**config.mk**
```make
export PLATFORM = sky130hd
export DESIGN_NAME = power_mode_controller
export DESIGN_NICKNAME = d
export VERILOG_FILES = /design/src/pkg/pmc_pkg.sv /design/src/pmc_reg_step.sv /design/src/pmc_wake_sync.sv /design/src/power_mode_controller.sv
export SDC_FILE = /design/constraint.sdc
export NUM_CORES = 1
export LEC_CHECK = 0
export CORE_ASPECT_RATIO = 1.5
export CORE_MARGIN = 5
export CORE_UTILIZATION = 56
export DETAILED_ROUTE_END_ITERATION = 7
export DONT_BUFFER_PORTS = 1
export GPL_TIMING_DRIVEN = 0
export PLACE_DENSITY = 0.74
export SKIP_CTS_REPAIR_TIMING = 1
export SYNTH_ARGS = -nofsm -noshare
export SYNTH_HDL_FRONTEND = slang
export SYNTH_SLANG_ARGS = --single-unit
```
**constraint.sdc**
```tcl
create_clock -name clk -period 2.9 [get_ports clk]
set_input_delay 0.435 -clock clk [delete_from_list [all_inputs] [get_ports clk]]
set_output_delay 0.435 -clock clk [all_outputs]
set_load 0.02 [all_outputs]
```
**src/pkg/pmc_pkg.sv**
```systemverilog
// package for the power mode controller: register map, fields, reset values, states
package pmc_pkg;
    localparam logic [3:0]  ADDR_PLL_CONTROL = 4'h0;
    localparam logic [3:0]  ADDR_REG_CONTROL = 4'h4;
    localparam logic [3:0]  ADDR_MODE_REQ  = 4'h8;
    localparam logic [3:0]  ADDR_STATUS    = 4'hc;
    // pll control fields
    localparam int          PLL_BYPASS_BIT = 0;
    localparam int          PLL_OFF_BIT    = 1;
    localparam int          PLL_MSEL_LSB   = 8;
    localparam logic [5:0]  MSEL_RESET     = 6'h0a;
    localparam logic [15:0] PLL_CONTROL_RESET = 16'h0a00;
    // regulator control fields
    localparam int          VR_RATE_LSB    = 0;
    localparam int          VR_LEVEL_LSB   = 4;
    localparam int          VR_WAKE_LSB    = 8;
    localparam int          VR_SCKE_BIT    = 13;
    localparam int          VR_BYPASS_BIT  = 14;
    localparam logic [1:0]  RATE_OFF       = 2'h0;
    localparam logic [15:0] REG_CONTROL_RESET = 16'h00b3;
    localparam int          REG_STEP_MV    = 50;
    // wake enable bit order inside the five-bit wake field
    localparam int          WK_ETH = 0;
    localparam int          WK_CAN = 1;
    localparam int          WK_PIN = 2;
    localparam int          WK_RTC = 3;
    localparam int          WK_RST = 4;
    // software mode requests
    localparam logic [1:0]  REQ_SLEEP      = 2'h1;
    localparam logic [1:0]  REQ_DEEP       = 2'h2;
    localparam logic [1:0]  REQ_ACTIVE     = 2'h3;
    localparam logic [3:0]  RST_SEQ_CYCLES = 4'h8;

    typedef enum logic [2:0] {
        ST_FULLON = 3'b000,
        ST_ACTIVE = 3'b001,
        ST_SLEEP  = 3'b010,
        ST_DEEP   = 3'b011,
        ST_HIBER  = 3'b100
    } pmc_state_t;

    typedef struct packed {
        logic pllEnable;
        logic pllBypass;
        logic coreClkEn;
        logic sysClkEn;
        logic coreSupplyOn;
        logic dmaL1Allow;
    } pmc_ctl_t;

    typedef struct packed {
        logic eth;
        logic can;
        logic pin;
        logic rtc;
        logic rst;
    } pmc_wake_t;
endpackage

```
**src/pmc_reg_step.sv**
```systemverilog
// regulator level code to millivolt offset conversion
`timescale 1ns/10ps
module pmc_reg_step (
    input  wire logic [3:0]  levelCode,
    output logic      [9:0]  levelMv
);
    assign levelMv = 10'(levelCode * pmc_pkg::REG_STEP_MV);
endmodule // pmc_reg_step

```
**src/pmc_wake_sync.sv**
```systemverilog
// wake source conditioning: two-stage synchronisers and enable gating
`timescale 1ns/10ps
module pmc_wake_sync (
    input  wire logic              clk,
    input  wire logic              rstN,
    input  wire pmc_pkg::pmc_wake_t rawWake,
    input  wire logic [4:0]        wakeEnable,
    output pmc_pkg::pmc_wake_t     wakeEvt,
    output logic                   anyEnWake
);
    logic [4:0] meta_ff;
    logic [4:0] sync_ff;

    always_ff @(posedge clk or negedge rstN) begin
        if (!rstN) begin
            meta_ff <= 5'h00;
            sync_ff <= 5'h00;
        end else begin
            meta_ff <= rawWake;
            sync_ff <= meta_ff;
        end
    end

    assign wakeEvt   = sync_ff;
    // the struct packs eth at its top bit, so line sources up with the enable order by name
    assign anyEnWake = |({wakeEvt.rst, wakeEvt.rtc, wakeEvt.pin, wakeEvt.can, wakeEvt.eth} & wakeEnable);
endmodule // pmc_wake_sync

```
**src/power_mode_controller.sv**
```systemverilog
// power mode controller: five operating states, clock gating, regulator control
`timescale 1ns/10ps
module power_mode_controller (
    input  wire logic        clk,
    input  wire logic        arst_n,
    input  wire logic [3:0]  regAddr,
    input  wire logic [15:0] regWdata,
    input  wire logic        regWr,
    input  wire logic        regRd,
    output logic      [15:0] regRdata,
    input  wire logic        ethWake,
    input  wire logic        canWake,
    input  wire logic        phy_interrupt_n,
    input  wire logic        rtcWake,
    input  wire logic        resetPinReq,
    input  wire logic        coreWake,
    output logic             pllEnable,
    output logic             pllBypass,
    output logic      [5:0]  pllMultiplier,
    output logic             coreClkEn,
    output logic             sysClkEn,
    output logic             coreSupplyOn,
    output logic             dmaL1Allow,
    output logic             pinOutEnable,
    output logic             sdramCkeLow,
    output logic      [3:0]  regLevel,
    output logic             regBypass,
    output logic             hwResetSeq
);
    logic        rstMeta_ff;
    logic        rstN;
    logic [15:0] pllCtl_ff;
    logic [15:0] vrCtl_ff;
    logic [5:0]  mselLive_ff;
    logic [3:0]  seqCnt_ff;
    logic        inReset_ff;
    logic        anyEnWake;
    logic        rstWake;
    logic [9:0]  levelMv;
    pmc_pkg::pmc_state_t state_ff;
    pmc_pkg::pmc_state_t nxt_state;
    pmc_pkg::pmc_ctl_t   ctl;
    pmc_pkg::pmc_wake_t  rawWake;
    pmc_pkg::pmc_wake_t  wakeEvt;

    // reset release through two flops
    always_ff @(posedge clk or negedge arst_n) begin
        if (!arst_n) begin
            rstMeta_ff <= 1'b0;
            rstN       <= 1'b0;
        end else begin
            rstMeta_ff <= 1'b1;
            rstN       <= rstMeta_ff;
        end
    end

    assign rawWake = '{eth: ethWake, can: canWake, pin: ~phy_interrupt_n, rtc: rtcWake, rst: resetPinReq};

    pmc_wake_sync u_wake (
        .clk        (clk),
        .rstN       (rstN),
        .rawWake    (rawWake),
        .wakeEnable (vrCtl_ff[pmc_pkg::VR_WAKE_LSB +: 5]),
        .wakeEvt    (wakeEvt),
        .anyEnWake  (anyEnWake)
    );

    pmc_reg_step u_step (
        .levelCode (vrCtl_ff[pmc_pkg::VR_LEVEL_LSB +: 4]),
        .levelMv   (levelMv)
    );

    function automatic logic hitWrite(input logic [3:0] a, input logic [3:0] off, input logic wr);
        hitWrite = wr && (a == off);
    endfunction

    assign rstWake = wakeEvt.rst;

    // pll control; lost on hibernate wake since the reset sequence reloads it
    always_ff @(posedge clk or negedge rstN) begin
        if (!rstN) begin
            pllCtl_ff <= pmc_pkg::PLL_CONTROL_RESET;
        end else if (inReset_ff) begin
            pllCtl_ff <= pmc_pkg::PLL_CONTROL_RESET;
        end else if (hitWrite(regAddr, pmc_pkg::ADDR_PLL_CONTROL, regWr)) begin
            pllCtl_ff <= regWdata;
        end
    end

    // regulator control keeps its content across hibernate
    always_ff @(posedge clk or negedge rstN) begin
        if (!rstN) begin
            vrCtl_ff <= pmc_pkg::REG_CONTROL_RESET;
        end else if (hitWrite(regAddr, pmc_pkg::ADDR_REG_CONTROL, regWr) && state_ff != pmc_pkg::ST_HIBER) begin
            vrCtl_ff <= regWdata;
        end
    end

    // the live multiplier only follows the register while in full-on
    always_ff @(posedge clk or negedge rstN) begin
        if (!rstN) begin
            mselLive_ff <= pmc_pkg::MSEL_RESET;
        end else if (nxt_state == pmc_pkg::ST_FULLON) begin
            mselLive_ff <= pllCtl_ff[pmc_pkg::PLL_MSEL_LSB +: 6];
        end
    end

    // operating state machine
    always_comb begin
        nxt_state = state_ff;
        case (state_ff)
            pmc_pkg::ST_FULLON, pmc_pkg::ST_ACTIVE: begin
                if (hitWrite(regAddr, pmc_pkg::ADDR_REG_CONTROL, regWr)
                    && regWdata[pmc_pkg::VR_RATE_LSB +: 2] == pmc_pkg::RATE_OFF) begin
                    nxt_state = pmc_pkg::ST_HIBER;
                end else if (hitWrite(regAddr, pmc_pkg::ADDR_MODE_REQ, regWr)) begin
                    case (regWdata[1:0])
                        pmc_pkg::REQ_SLEEP:  nxt_state = pmc_pkg::ST_SLEEP;
                        pmc_pkg::REQ_DEEP:   nxt_state = pmc_pkg::ST_DEEP;
                        pmc_pkg::REQ_ACTIVE: nxt_state = pmc_pkg::ST_ACTIVE;
                        default:             nxt_state = pmc_pkg::ST_FULLON;
                    endcase
                end
            end
            pmc_pkg::ST_SLEEP: begin
                if (coreWake || wakeEvt.rtc || wakeEvt.eth) begin
                    nxt_state = pllCtl_ff[pmc_pkg::PLL_BYPASS_BIT] ? pmc_pkg::ST_ACTIVE
                                                                    : pmc_pkg::ST_FULLON;
                end
            end
            pmc_pkg::ST_DEEP: begin
                if (rstWake) begin
                    nxt_state = pmc_pkg::ST_FULLON;
                end else if (wakeEvt.rtc) begin
                    nxt_state = pmc_pkg::ST_ACTIVE;
                end
            end
            pmc_pkg::ST_HIBER: begin
                if (anyEnWake) begin
                    nxt_state = pmc_pkg::ST_FULLON;
                end
            end
            default: nxt_state = pmc_pkg::ST_FULLON;
        endcase
    end

    always_ff @(posedge clk or negedge rstN) begin
        if (!rstN) begin
            state_ff <= pmc_pkg::ST_FULLON;
        end else begin
            state_ff <= nxt_state;
        end
    end

    // hardware reset sequence after a hibernate wake
    always_ff @(posedge clk or negedge rstN) begin
        if (!rstN) begin
            seqCnt_ff  <= 4'h0;
            inReset_ff <= 1'b0;
        end else if (state_ff == pmc_pkg::ST_HIBER && anyEnWake) begin
            seqCnt_ff  <= pmc_pkg::RST_SEQ_CYCLES;
            inReset_ff <= 1'b1;
        end else if (seqCnt_ff != 4'h0) begin
            seqCnt_ff  <= seqCnt_ff - 4'h1;
            inReset_ff <= (seqCnt_ff != 4'h1);
        end
    end

    // clock and supply settings per state
    always_comb begin
        ctl = '0;
        case (nxt_state)
            pmc_pkg::ST_FULLON: begin
                ctl = '{pllEnable: 1'b1, pllBypass: 1'b0, coreClkEn: 1'b1, sysClkEn: 1'b1,
                        coreSupplyOn: 1'b1, dmaL1Allow: 1'b1};
            end
            pmc_pkg::ST_ACTIVE: begin
                ctl = '{pllEnable: ~pllCtl_ff[pmc_pkg::PLL_OFF_BIT], pllBypass: 1'b1, coreClkEn: 1'b1,
                        sysClkEn: 1'b1, coreSupplyOn: 1'b1, dmaL1Allow: 1'b1};
            end
            pmc_pkg::ST_SLEEP: begin
                ctl = '{pllEnable: 1'b1, pllBypass: pllCtl_ff[pmc_pkg::PLL_BYPASS_BIT], coreClkEn: 1'b0,
                        sysClkEn: 1'b1, coreSupplyOn: 1'b1, dmaL1Allow: 1'b0};
            end
            pmc_pkg::ST_DEEP: begin
                ctl = '{pllEnable: 1'b0, pllBypass: 1'b0, coreClkEn: 1'b0, sysClkEn: 1'b0,
                        coreSupplyOn: 1'b1, dmaL1Allow: 1'b0};
            end
            default: begin
                ctl = '0;
            end
        endcase
    end

    always_ff @(posedge clk or negedge rstN) begin
        if (!rstN) begin
            pllEnable     <= 1'b1;
            pllBypass     <= 1'b0;
            coreClkEn     <= 1'b1;
            sysClkEn      <= 1'b1;
            coreSupplyOn  <= 1'b1;
            dmaL1Allow    <= 1'b1;
            pinOutEnable  <= 1'b1;
        end else begin
            pllEnable     <= ctl.pllEnable;
            pllBypass     <= ctl.pllBypass;
            coreClkEn     <= ctl.coreClkEn & ~inReset_ff;
            sysClkEn      <= ctl.sysClkEn;
            coreSupplyOn  <= ctl.coreSupplyOn;
            dmaL1Allow    <= ctl.dmaL1Allow & ~inReset_ff;
            pinOutEnable  <= (nxt_state != pmc_pkg::ST_HIBER);
        end
    end

    always_ff @(posedge clk or negedge rstN) begin
        if (!rstN) begin
            pllMultiplier <= pmc_pkg::MSEL_RESET;
            sdramCkeLow   <= 1'b0;
            regLevel      <= 4'h0;
            regBypass     <= 1'b0;
            hwResetSeq    <= 1'b0;
        end else begin
            pllMultiplier <= mselLive_ff;
            // self-refresh hold while the core is in reset or powered down
            sdramCkeLow   <= vrCtl_ff[pmc_pkg::VR_SCKE_BIT] & (inReset_ff | state_ff == pmc_pkg::ST_HIBER);
            regLevel      <= vrCtl_ff[pmc_pkg::VR_LEVEL_LSB +: 4];
            regBypass     <= vrCtl_ff[pmc_pkg::VR_BYPASS_BIT];
            hwResetSeq    <= inReset_ff | (state_ff == pmc_pkg::ST_HIBER && anyEnWake);
        end
    end

    // read port, data one cycle after the strobe
    always_ff @(posedge clk or negedge rstN) begin
        if (!rstN) begin
            regRdata <= 16'h0000;
        end else if (!regRd) begin
            regRdata <= 16'h0000;
        end else if (regAddr == pmc_pkg::ADDR_PLL_CONTROL) begin
            regRdata <= pllCtl_ff;
        end else if (regAddr == pmc_pkg::ADDR_REG_CONTROL) begin
            regRdata <= vrCtl_ff;
        end else if (regAddr == pmc_pkg::ADDR_STATUS) begin
            regRdata <= {levelMv, inReset_ff, wakeEvt.rtc, 1'b0, state_ff};
        end else begin
            regRdata <= 16'h0000;
        end
    end

    chk_sleep_wake_bypass: assert property (@(posedge clk) disable iff (!rstN)
        state_ff == pmc_pkg::ST_SLEEP && nxt_state != pmc_pkg::ST_SLEEP |=>
        state_ff == (pllCtl_ff[pmc_pkg::PLL_BYPASS_BIT] ? pmc_pkg::ST_ACTIVE : pmc_pkg::ST_FULLON))
        else $error("sleep wake target wrong");
    chk_fullon_clocks: assert property (@(posedge clk) disable iff (!rstN)
        state_ff == pmc_pkg::ST_FULLON |-> pllEnable && !pllBypass && sysClkEn)
        else $error("full-on clocks wrong");
    chk_sleep_core_off: assert property (@(posedge clk) disable iff (!rstN)
        state_ff == pmc_pkg::ST_SLEEP |-> !coreClkEn && sysClkEn && !dmaL1Allow)
        else $error("sleep gating wrong");
    chk_deep_all_off: assert property (@(posedge clk) disable iff (!rstN)
        state_ff == pmc_pkg::ST_DEEP |-> !pllEnable && !coreClkEn && !sysClkEn)
        else $error("deep sleep clocks running");
    chk_hiber_pins_off: assert property (@(posedge clk) disable iff (!rstN)
        state_ff == pmc_pkg::ST_HIBER |-> !pinOutEnable && !coreSupplyOn)
        else $error("hibernate pins or supply on");
    chk_hiber_wake_seq: assert property (@(posedge clk) disable iff (!rstN)
        state_ff == pmc_pkg::ST_HIBER && anyEnWake |=> hwResetSeq ##1 hwResetSeq)
        else $error("hibernate wake without reset sequence");
    chk_req_from_run: assert property (@(posedge clk) disable iff (!rstN)
        $changed(state_ff) && state_ff inside {pmc_pkg::ST_SLEEP, pmc_pkg::ST_DEEP, pmc_pkg::ST_HIBER} |->
        $past(state_ff) inside {pmc_pkg::ST_FULLON, pmc_pkg::ST_ACTIVE})
        else $error("low power entry from wrong state");
    chk_active_bypass: assert property (@(posedge clk) disable iff (!rstN)
        state_ff == pmc_pkg::ST_ACTIVE |-> pllBypass && coreClkEn && dmaL1Allow)
        else $error("active mode settings wrong");
endmodule // power_mode_controller

```
==> flow_summary.yaml, run 1 <==
flow_run:
  cap_violations: 0
setup_path:
  crit_path_start_kind: "flip-flop"
  startpoint: "vrCtl_ff[4]"
  r2r_setup_slack_ns: 0.67
  endpoint: "regRdata[15]"
  path_class: "flip-flop to flip-flop"
  r2r_end: "regRdata[15]"
  cp_max_fo: 6
  reg2reg_depth: 7
  critPathRequiredTime_ns: 3.18
  end_kind: "flip-flop"
  r2r-start: "vrCtl_ff[4]"
  arrival_ns: 2.51
placement:
  numPortBuffers: 0
  place_hpwl_mm: 5.64
  placed_cell_area_sq_um: 3960
  gp_congestion: 0.811
die:
  die-area_sq_um: 8620
  core_sq_um: 6760
  initial_utilization_pct: 56.6
  rows: 37
  num_io_pins: 66
  die_y_um: 111
  die_w_um: 77.5
global_route:
  grt_pass1_wl_mm: 12.7
  overflow: 0
  first_global_vias: 2465
  grt_max_degree: 71
  antenna_found_initial: 0
  grt_usage_pct: 19.2
routing:
  wl_per_cell_um: 19.0
  viasPerCell: 5.87
  vias: 2388
  dr.pass1.iters: 6
  ant_nets: 0
  wirelength_mm: 7.74
  drc_errors: 0
  drt_iter0_drc: 157
timing:
  period_share_pct: 76.8
  setup_violations: 0
  period_needed_ns: 2.23
  setup_tns_ns: 0
  finalHoldViolations: 0
  relSlewSlack_pct: 40.9
  skew_ns: 0.00858
  final_max_slew_viol_count: 0
  timing.fmax_ghz: 0.449
  grt_setup_unrepaired: "false"
  worstMarginPinSlew_ns: 0.885
finish:
  stdcell_area_sq_um: 4160
  n_antenna_cell: 0
  fin_nets: 370
  drive_gt1_share_pct: 19.8
  area_growth_pct: 8.53
  fillers: 564
synthesis:
  syn_inst: 311
  synth-edff-count: 0
  syn_nets: 357
  ys_warn_count: 0
  syn_area_per_cell_sq_um: 12.3
  ys_types: 48
  syn_area_sq_um: 3830
  ys_async_sr_fraction_pct: 100
  synth_flop_cell: "dfrtp_1"
  yosysSeqAreaShare_pct: 61.3
  synth.ff_latch_count: 93
clock_tree:
  path_clk_slew_ns: 0.08
  numCtsBuffers: 9
  tritoncts: "done"
  cts_buffer_depth: 2
  clk_latency_ns: 0.37
  clock-sinks: 93
  root_buffer: "clkbuf_8"
  htree_levels: 3
hold_path:
  hold_start: "rtcWake"
  hp-class: "input pin to flip-flop"
outcome:
  run_status: "finished, final reports clean"
power_and_ir_drop:
  p_total_mw: 2.94
  leakagePower_nw: 1.80
  power.density_nw_per_um2: 707
  peakVddDrop_v: 0.000351
## critical path, stage by stage (launching register included)
cell and delay (ns):
dfstp_2 0.61, ha_1 0.25, ha_1 0.23, fa_1 0.42
a21oi_1 0.19, xnor2_1 0.16, a22oi_1 0.09, a21boi_0 0.20
## layer usage
layer | wire, um | global-route usage, %
met1 | 2920 | 22.5
met2 | 4050 | 31.1
met3 | 544 | 5.85
met4 | 228 | 10.4
met5 | 0 | 0
## metrics by stage
step | cells | worst slack, ns | util [%] | hold WS [ns]
2_1_floorplan | 311 | 0.146 | - | 0.139
3_3_place_gp | 389 | -0.703 | 58.1 | 0.139
3_5_place_dp | 390 | 0.342 | 58.6 | 0.139
4_1_cts | 406 | 0.660 | 61.3 | -0.259
5_1_grt | 407 | 0.565 | 61.5 | 0.0668
6_report | 407 | 0.673 | 61.5 | 0.0877
## cell type report
class                           instances  area (sq um)  share of cell area (%)
Timing Repair Buffer                    2          37.5                   0.903
Multi-Input combinational cell        195          1390                    33.5
Clock inverter                          2          35.0                   0.843
Clock buffer                           14           153                    3.67
Tap cell                               78          97.6                    2.35
Sequential cell                        93          2350                    56.6
Inverter                               11          41.3                   0.994
Buffer                                 12          50.0                    1.20
## placed cells by master, fill, tap and decap left out, types with 4 or more instances in the layout
cell type	synthesis	layout
nand2_1	52	52
clkbuf_1	10	14
ha_1	15	15
a22oi_1	15	15
a21boi_0	13	13
dfstp_2	16	16
clkbuf_8	0	10
inv_1	11	11
nor2_1	8	8
dfrtp_1	77	76
a21oi_1	18	18
mux2_2	20	20
nor2b_1	4	4
nor3_1	4	4
## how the worst min path moves through the flow
stage / to / slack (ns) / depth (start not counted)
final: u_wake.meta_ff[1] / 0.09 / 0
after global routing: u_wake.meta_ff[3] / 0.07 / 0
after CTS: rstN / -0.26 / 0
after detailed placement: rstMeta_ff / 0.14 / 0
after global placement: rstMeta_ff / 0.14 / 0
after floorplan: rstMeta_ff / 0.14 / 0
## Yosys cell counts, drive strengths merged, types with 2 or more instances
library cell	number	area, sq um
and2b	2	17.5
ha	15	188
dfrtp	77	1930
nand3	3	20.0
a21oi	18	90.1
o21ai	3	15.0
nand2b	2	12.5
buf	2	12.5
o31ai	2	25.0
a222oi	3	30.0
mux2	20	225
a21boi	13	97.6
or3	2	12.5
and2	2	13.8
dfstp	16	420
nor3	5	36.3
nor4b	2	30.0
nand2	52	195
a22oi	15	113
clkbuf	10	37.5
nor2	8	30.0
xnor2	3	26.3
nand3b	2	15.0
nor2b	4	25.0
inv	11	41.3
## state kept, by name (all words and copies together), names as in the netlist, 5 cells and up
register,cells
pllCtl_ff,16
regRdata,16
vrCtl_ff,16
mselLive_ff,6
pllMultiplier,6
u_wake.meta_ff,5
u_wake.wakeEvt,5
## cell families after synthesis
| family | share of synthesized area, % |
|---|---|
| adders and majority gates | 5.42 |
| muxes | 6.14 |
| DFF | 61.3 |
| xor gates and xnor gates | 0.915 |
| AOI/OAI and AO/OA | 11.8 |
| and+or+nand+nor | 11.9 |
| buffers and inverters | 2.39 |
| other | 0.0979 |
## power breakdown
part           total [mW]  leakage (nW)  internal, mW  switching (mW)
clock network       0.835        0.0947         0.422           0.412
registers            1.62          1.16          1.45           0.168
logic               0.481         0.544         0.225           0.257
Power figures use the tool's default switching activity.
==> run 2, diff against run 1 <==
--- a/config.mk
+++ b/config.mk
@@ -7,11 +7,11 @@
 export LEC_CHECK = 0
 export CORE_ASPECT_RATIO = 1.5
 export CORE_MARGIN = 5
-export CORE_UTILIZATION = 56
+export CORE_UTILIZATION = 60
 export DETAILED_ROUTE_END_ITERATION = 7
 export DONT_BUFFER_PORTS = 1
 export GPL_TIMING_DRIVEN = 0
-export PLACE_DENSITY = 0.74
+export PLACE_DENSITY = 0.76
 export SKIP_CTS_REPAIR_TIMING = 1
 export SYNTH_ARGS = -nofsm -noshare
 export SYNTH_HDL_FRONTEND = slang
==> constraint.sdc (replaced) <==
create_clock -name clk -period 2.1 [get_ports clk]
set_input_delay 0.315 -clock clk [delete_from_list [all_inputs] [get_ports clk]]
set_output_delay 0.315 -clock clk [all_outputs]
set_load 0.02 [all_outputs]
==> flow_summary.yaml, run 2 (synthesis gave the netlist of run 1 again) <==
power_and_ir_drop:
  seq_power_share_pct: 53.9
  leakagePower_nw: 1.87
  internal-power_mw: 2.93
  combPwrFrac_pct: 17.4
  peakVddDrop_v: 0.000655
  swShare_pct: 29.4
  clkPwrFrac_pct: 28.7
  p_sw_mw: 1.22
  power.density_nw_per_um2: 969
setup_path:
  crit_path_start_kind: "flip-flop"
  path_class: "flip-flop to flip-flop"
  slowest_delay_ns: 0.60
  r2r_end: "regRdata[15]"
  critPathRequiredTime_ns: 2.39
  worst_path_most_repeated_cell: "ha_1"
  r2r_setup_slack_ns: 0.05
  endpoint: "regRdata[15]"
  r2r-start: "vrCtl_ff[5]"
  worst_path_max_delay_cell: "dfstp_2"
  cp_max_fo: 5
  end_kind: "flip-flop"
  startpoint: "vrCtl_ff[5]"
  arrival_ns: 2.34
  path_cells: "ha_1 -> ha_1 -> fa_2 -> a21oi_2 -> xnor2_1 -> a22oi_1 -> a21boi_1"
  reg2reg_depth: 7
routing:
  drc_errors: 0
  viasPerCell: 5.95
  drt_iter0_drc: 206
  ant_nets: 0
  dr.pass1.iters: 5
  wirelength_mm: 7.85
  vias: 2468
  wl_per_cell_um: 18.9
clock_tree:
  path_clk_slew_ns: 0.09
  root_buffer: "clkbuf_8"
  htree_levels: 3
  numCtsBuffers: 9
  clk_latency_ns: 0.36
  cts_buffer_depth: 2
  tritoncts: "done"
  clock-sinks: 93
die:
  die_y_um: 108
  num_io_pins: 66
  die-area_sq_um: 8110
  die_w_um: 75.2
  initial_utilization_pct: 62.0
  core_sq_um: 6170
  rows: 35
global_route:
  grt_pass1_wl_mm: 12.8
  grt_max_degree: 65
  grt_usage_pct: 21.7
  first_global_vias: 2552
  antenna_found_initial: 0
  overflow: 0
finish:
  reg_top3: "pllCtl_ff (16), regRdata (16), vrCtl_ff (16)"
  area_growth_pct: 11.9
  register_area_sq_um: 2350
  fin_nets: 382
  multiInputGateArea_sq_um: 1400
  stdcell_area_sq_um: 4280
  layout_commonest_cell: "dfrtp_1"
  fillers: 428
  drive_gt1_share_pct: 23.2
  mostFrequentLayoutCells: "dfrtp_1, nand2_1, mux2_2"
  n_antenna_cell: 0
placement:
  gp_congestion: 0.818
  placed_cell_area_sq_um: 3950
  numPortBuffers: 0
  place_hpwl_mm: 5.59
timing:
  setup_tns_ns: 0
  skew_ns: 0.00740
  grt_setup_unrepaired: "true"
  timing.fmax_ghz: 0.487
  relSlewSlack_pct: 37.4
  period_share_pct: 97.8
  final_max_slew_viol_count: 0
  period_needed_ns: 2.05
  finalHoldViolations: 0
  worstMarginPinSlew_ns: 0.932
  setup_violations: 0
flow_run:
  cap_violations: 0
outcome:
  run_status: "finished, final reports clean"
hold_path:
  hp-class: "input pin to flip-flop"
[run 2: cell count changes in the layout (fill, tap and decap cells not counted), sizes merged]
cell	delta
buf	+8
clkinvlp	+2
clkbuf	-4
inv	+1
dlygate4sd3	+5
[run 2: critical path: cells and delay by family, from the launching register on]
kind / cells / cell delay (ns)
AO/OA/AOI/OAI: 3 / 0.38
flip-flops: 1 / 0.60
XOR/XNOR: 1 / 0.15
adder cells (fa/ha/maj): 3 / 0.86
[run 2: how the worst min path moves through the flow]
| stage | endpoint | from | cells after the start |
|---|---|---|---|
| 2_1_floorplan | rstMeta_ff | arst_n | 0 |
| 3_3_place_gp | rstMeta_ff | arst_n | 0 |
| 3_5_place_dp | rstMeta_ff | arst_n | 0 |
| 4_1_cts | rstN | arst_n | 0 |
| 5_1_grt | pllCtl_ff[11] | regWdata[11] | 2 |
| 6_report | pllCtl_ff[11] | regWdata[11] | 2 |
[run 2: area by class of cell]
type	count	area share, %
clock buffer	11	3.30
tap	74	2.16
buffer	11	1.08
sequential	93	54.9
clock inverter	5	1.37
inverter	11	0.964
timing repair buffer	15	3.45
multi-input combinational	195	32.8
[run 2: per-layer routing]
| layer | part of all wire, % | GRT usage (%) |
|---|---|---|
| met1 | 36 | 25.7 |
| met5 | 0 | 0 |
| met4 | 2.0 | 6.88 |
| met2 | 55 | 36.8 |
| met3 | 6.6 | 6.82 |
[run 2: through the flow]
step | hold slack, ns | power [mW] | setup slack (ns) | cells | utilization, %
after CTS | -0.375 | 4.15 | -0.128 | 402 | 67.3
after global routing | 0.0656 | 4.38 | -0.0728 | 415 | 69.4
after floorplan | 0.0194 | 2.75 | 0.115 | 311 | -
after detailed placement | 0.0195 | 2.95 | -0.315 | 386 | 64.0
after global placement | 0.0195 | 2.90 | -0.258 | 385 | 63.5
final | 0.0634 | 4.15 | 0.0464 | 415 | 69.4
[run 2: power groups by stage]
| stage | registers (mW) | logic (mW) | clock network (mW) |
|---|---|---|---|
| finish | 2.24 | 0.721 | 1.19 |
| global route | 2.27 | 0.819 | 1.30 |
| CTS | 2.24 | 0.686 | 1.22 |
| detailed placement | 2.27 | 0.675 | 0 |
| global placement | 2.29 | 0.613 | 0 |
| floorplan | 2.23 | 0.514 | 0 |
==> run 3, diff against run 2 <==
--- a/config.mk
+++ b/config.mk
@@ -5,6 +5,7 @@
 export SDC_FILE = /design/constraint.sdc
 export NUM_CORES = 1
 export LEC_CHECK = 0
+export ABC_AREA = 1
 export CORE_ASPECT_RATIO = 1.5
 export CORE_MARGIN = 5
 export CORE_UTILIZATION = 60
@@ -12,7 +13,6 @@
 export DONT_BUFFER_PORTS = 1
 export GPL_TIMING_DRIVEN = 0
 export PLACE_DENSITY = 0.76
-export SKIP_CTS_REPAIR_TIMING = 1
 export SYNTH_ARGS = -nofsm -noshare
 export SYNTH_HDL_FRONTEND = slang
 export SYNTH_SLANG_ARGS = --single-unit
==> flow_summary.yaml, run 3 <==
outcome:
  run_status: "finished, final reports clean"
die:
  core_sq_um: 6400
  die_y_um: 109
  die_w_um: 75.7
  initial_utilization_pct: 60.7
  die-area_sq_um: 8210
  num_io_pins: 66
  rows: 36
clock_tree:
  clk_latency_ns: 0.37
  clock-sinks: 93
  tritoncts: "done"
  root_buffer: "clkbuf_8"
  cts_buffer_depth: 2
  htree_levels: 3
  numCtsBuffers: 9
  path_clk_slew_ns: 0.09
global_route:
  grt_usage_pct: 23.4
  grt_pass1_wl_mm: 13.9
  first_global_vias: 2855
  antenna_found_initial: 0
  overflow: 0
  grt_max_degree: 73
synthesis:
  synth.ff_latch_count: 93
  synth-edff-count: 0
  synth_top_cell_by_area: "dfrtp_1"
  synth_flop_cell: "dfrtp_1"
  syn_area_per_cell_sq_um: 9.80
  syn_area_sq_um: 3880
  synth_most_common_cell: "nand2_1"
  synthTopCellsByCount: "nand2_1, dfrtp_1, inv_1"
  ys_warn_count: 0
  synthTopCellsByArea: "dfrtp_1, nand2_1, dfstp_2"
  yosysSeqAreaShare_pct: 60.5
  yosys.area.top_type_share_pct: 49.6
  syn_inst: 396
  ys_async_sr_fraction_pct: 100
  syn_nets: 442
  ys_types: 34
finish:
  multiInputGateArea_sq_um: 1350
  area_growth_pct: 11.8
  mostFrequentLayoutCells: "nand2_1, dfrtp_1, inv_1"
  fillers: 502
  layout_commonest_cell: "nand2_1"
  drive_gt1_share_pct: 17.2
  register_area_sq_um: 2350
  utilization_pct: 67.8
  reg_top3: "pllCtl_ff (16), regRdata (16), vrCtl_ff (16)"
  stdcell_area_sq_um: 4340
  fin_nets: 465
  n_antenna_cell: 0
power_and_ir_drop:
  p_total_mw: 4.49
  peakVddDrop_v: 0.000685
  leakagePower_nw: 2.11
  power.density_nw_per_um2: 1040
routing:
  wl_per_cell_um: 16.6
  dr.pass1.iters: 5
  ant_nets: 0
  drt_iter0_drc: 216
  viasPerCell: 5.53
  drc_errors: 0
  vias: 2764
  wirelength_mm: 8.28
timing:
  period_share_pct: 97.8
  worstMarginPinSlew_ns: 0.593
  setup_tns_ns: 0
  finalHoldViolations: 0
  relSlewSlack_pct: 60.5
  holdWs_ns: 0.0644
  setup_violations: 0
  grt_setup_unrepaired: "false"
  period_needed_ns: 2.05
  skew_ns: 0.0116
  timing.fmax_ghz: 0.487
  final_max_slew_viol_count: 0
setup_path:
  path_class: "flip-flop to flip-flop"
  crit_path_start_kind: "flip-flop"
  arrival_ns: 2.29
  worst_path_max_delay_cell: "dfstp_2"
  path_cells: "ha_4 -> ha_4 -> fa_2 -> a21oi_2 -> inv_1 -> or2_4 -> nand3_2 -> a31oi_1"
  slowest_delay_ns: 0.59
  worst_path_most_repeated_cell: "ha_4"
  critPathRequiredTime_ns: 2.34
  cp_max_fo: 3
  end_kind: "flip-flop"
placement:
  numPortBuffers: 0
  gp_congestion: 0.972
  place_hpwl_mm: 5.93
  placed_cell_area_sq_um: 4010
flow_run:
  cap_violations: 0
hold_path:
  hp-class: "input pin to flip-flop"
-- run 3: changes by cell type in the layout (fill, tap and decap cells not counted), sizes merged, moves of 10 or more --
| cell | before | now |
|---|---|---|
| nand4 | 0 | 11 |
| inv | 12 | 47 |
| o21ai | 3 | 33 |
| a31oi | 1 | 14 |
| a21boi | 13 | 0 |
| mux2 | 20 | 0 |
| nand3 | 3 | 13 |
| a21oi | 18 | 8 |
| a22oi | 15 | 0 |
| nand2 | 52 | 117 |
| nor2 | 8 | 20 |
-- run 3: logic make-up (layout without fill, tap and decap cells) --
group                      after synthesis  in the layout  share of synthesized area [%]
and+or+nand+nor                        167            167                           19.0
other                                    1              1                         0.0966
xor gates and xnor gates                 2              2                          0.451
adders and majority gates               16             16                           5.35
DFF                                     93             93                           60.5
buffers and inverters                   57             85                           5.74
AOI/OAI and AO/OA                       60             60                           8.93
-- run 3: worst max-delay path: cells and delay by family (launching register included) --
family,cells,cell delay (ns)
AO/OA/AOI/OAI,2,0.21
buffers and inverters,1,0.06
adder cells (fa/ha/maj),3,0.79
flip-flops,1,0.59
AND/OR/NAND/NOR,2,0.28
-- run 3: report_power, final --
group / total (mW) / switching [mW] / internal [mW]
Clock: 1.16 / 0.584 / 0.579
Combinational: 0.941 / 0.577 / 0.364
Sequential: 2.39 / 0.309 / 2.08
-- run 3: final cells by class --
type	instances	area share (%)
tap	76	2.19
clock buffer	12	3.34
multi-input combinational	246	31.2
inverter	47	4.07
buffer	10	1.07
sequential	93	54.2
clock inverter	4	1.10
timing repair buffer	12	2.88
-- run 3: metrics by stage --
step,worst slack [ns],std cells
floorplan,0.0308,396
CTS,0.0232,498
finish,0.0465,500
global placement,-0.0855,472
global route,0.0180,500
detailed placement,-0.118,473
-- run 3: worst paths after layout --
check                              from             to  slack (ns)  cells after the start
setup / recovery            vrCtl_ff[5]   regRdata[15]        0.05                      8
hold / removal             regWdata[11]  pllCtl_ff[11]        0.06                      2
setup reg to reg            vrCtl_ff[5]   regRdata[15]        0.05                      8
hold reg to reg                    rstN  pllCtl_ff[15]        0.20                      0
max in group asynchronous          rstN      coreClkEn        1.23                      1
min in group asynchronous        arst_n           rstN        0.17                      1
-- run 3: routing by layer --
metal  global-route usage (%)  share of wire, %  vias up
met1                     28.1                37     1340
li1                         -                 -     1317
met2                     37.0                53       88
met4                     12.6               3.7        0
met3                     6.79               6.6       19
met5                        0                 0        -
-- run 3: repair_timing --
action | CTS | global route
resized for setup | 2 | 6
endpoints found under the setup margin | 1 | 1
hold buffers | 6 | 0
gates cloned | 0 | 0
pin swaps | 0 | 4
setup buffers | 3 | 2
endpoints found under the hold margin | 7 | 0
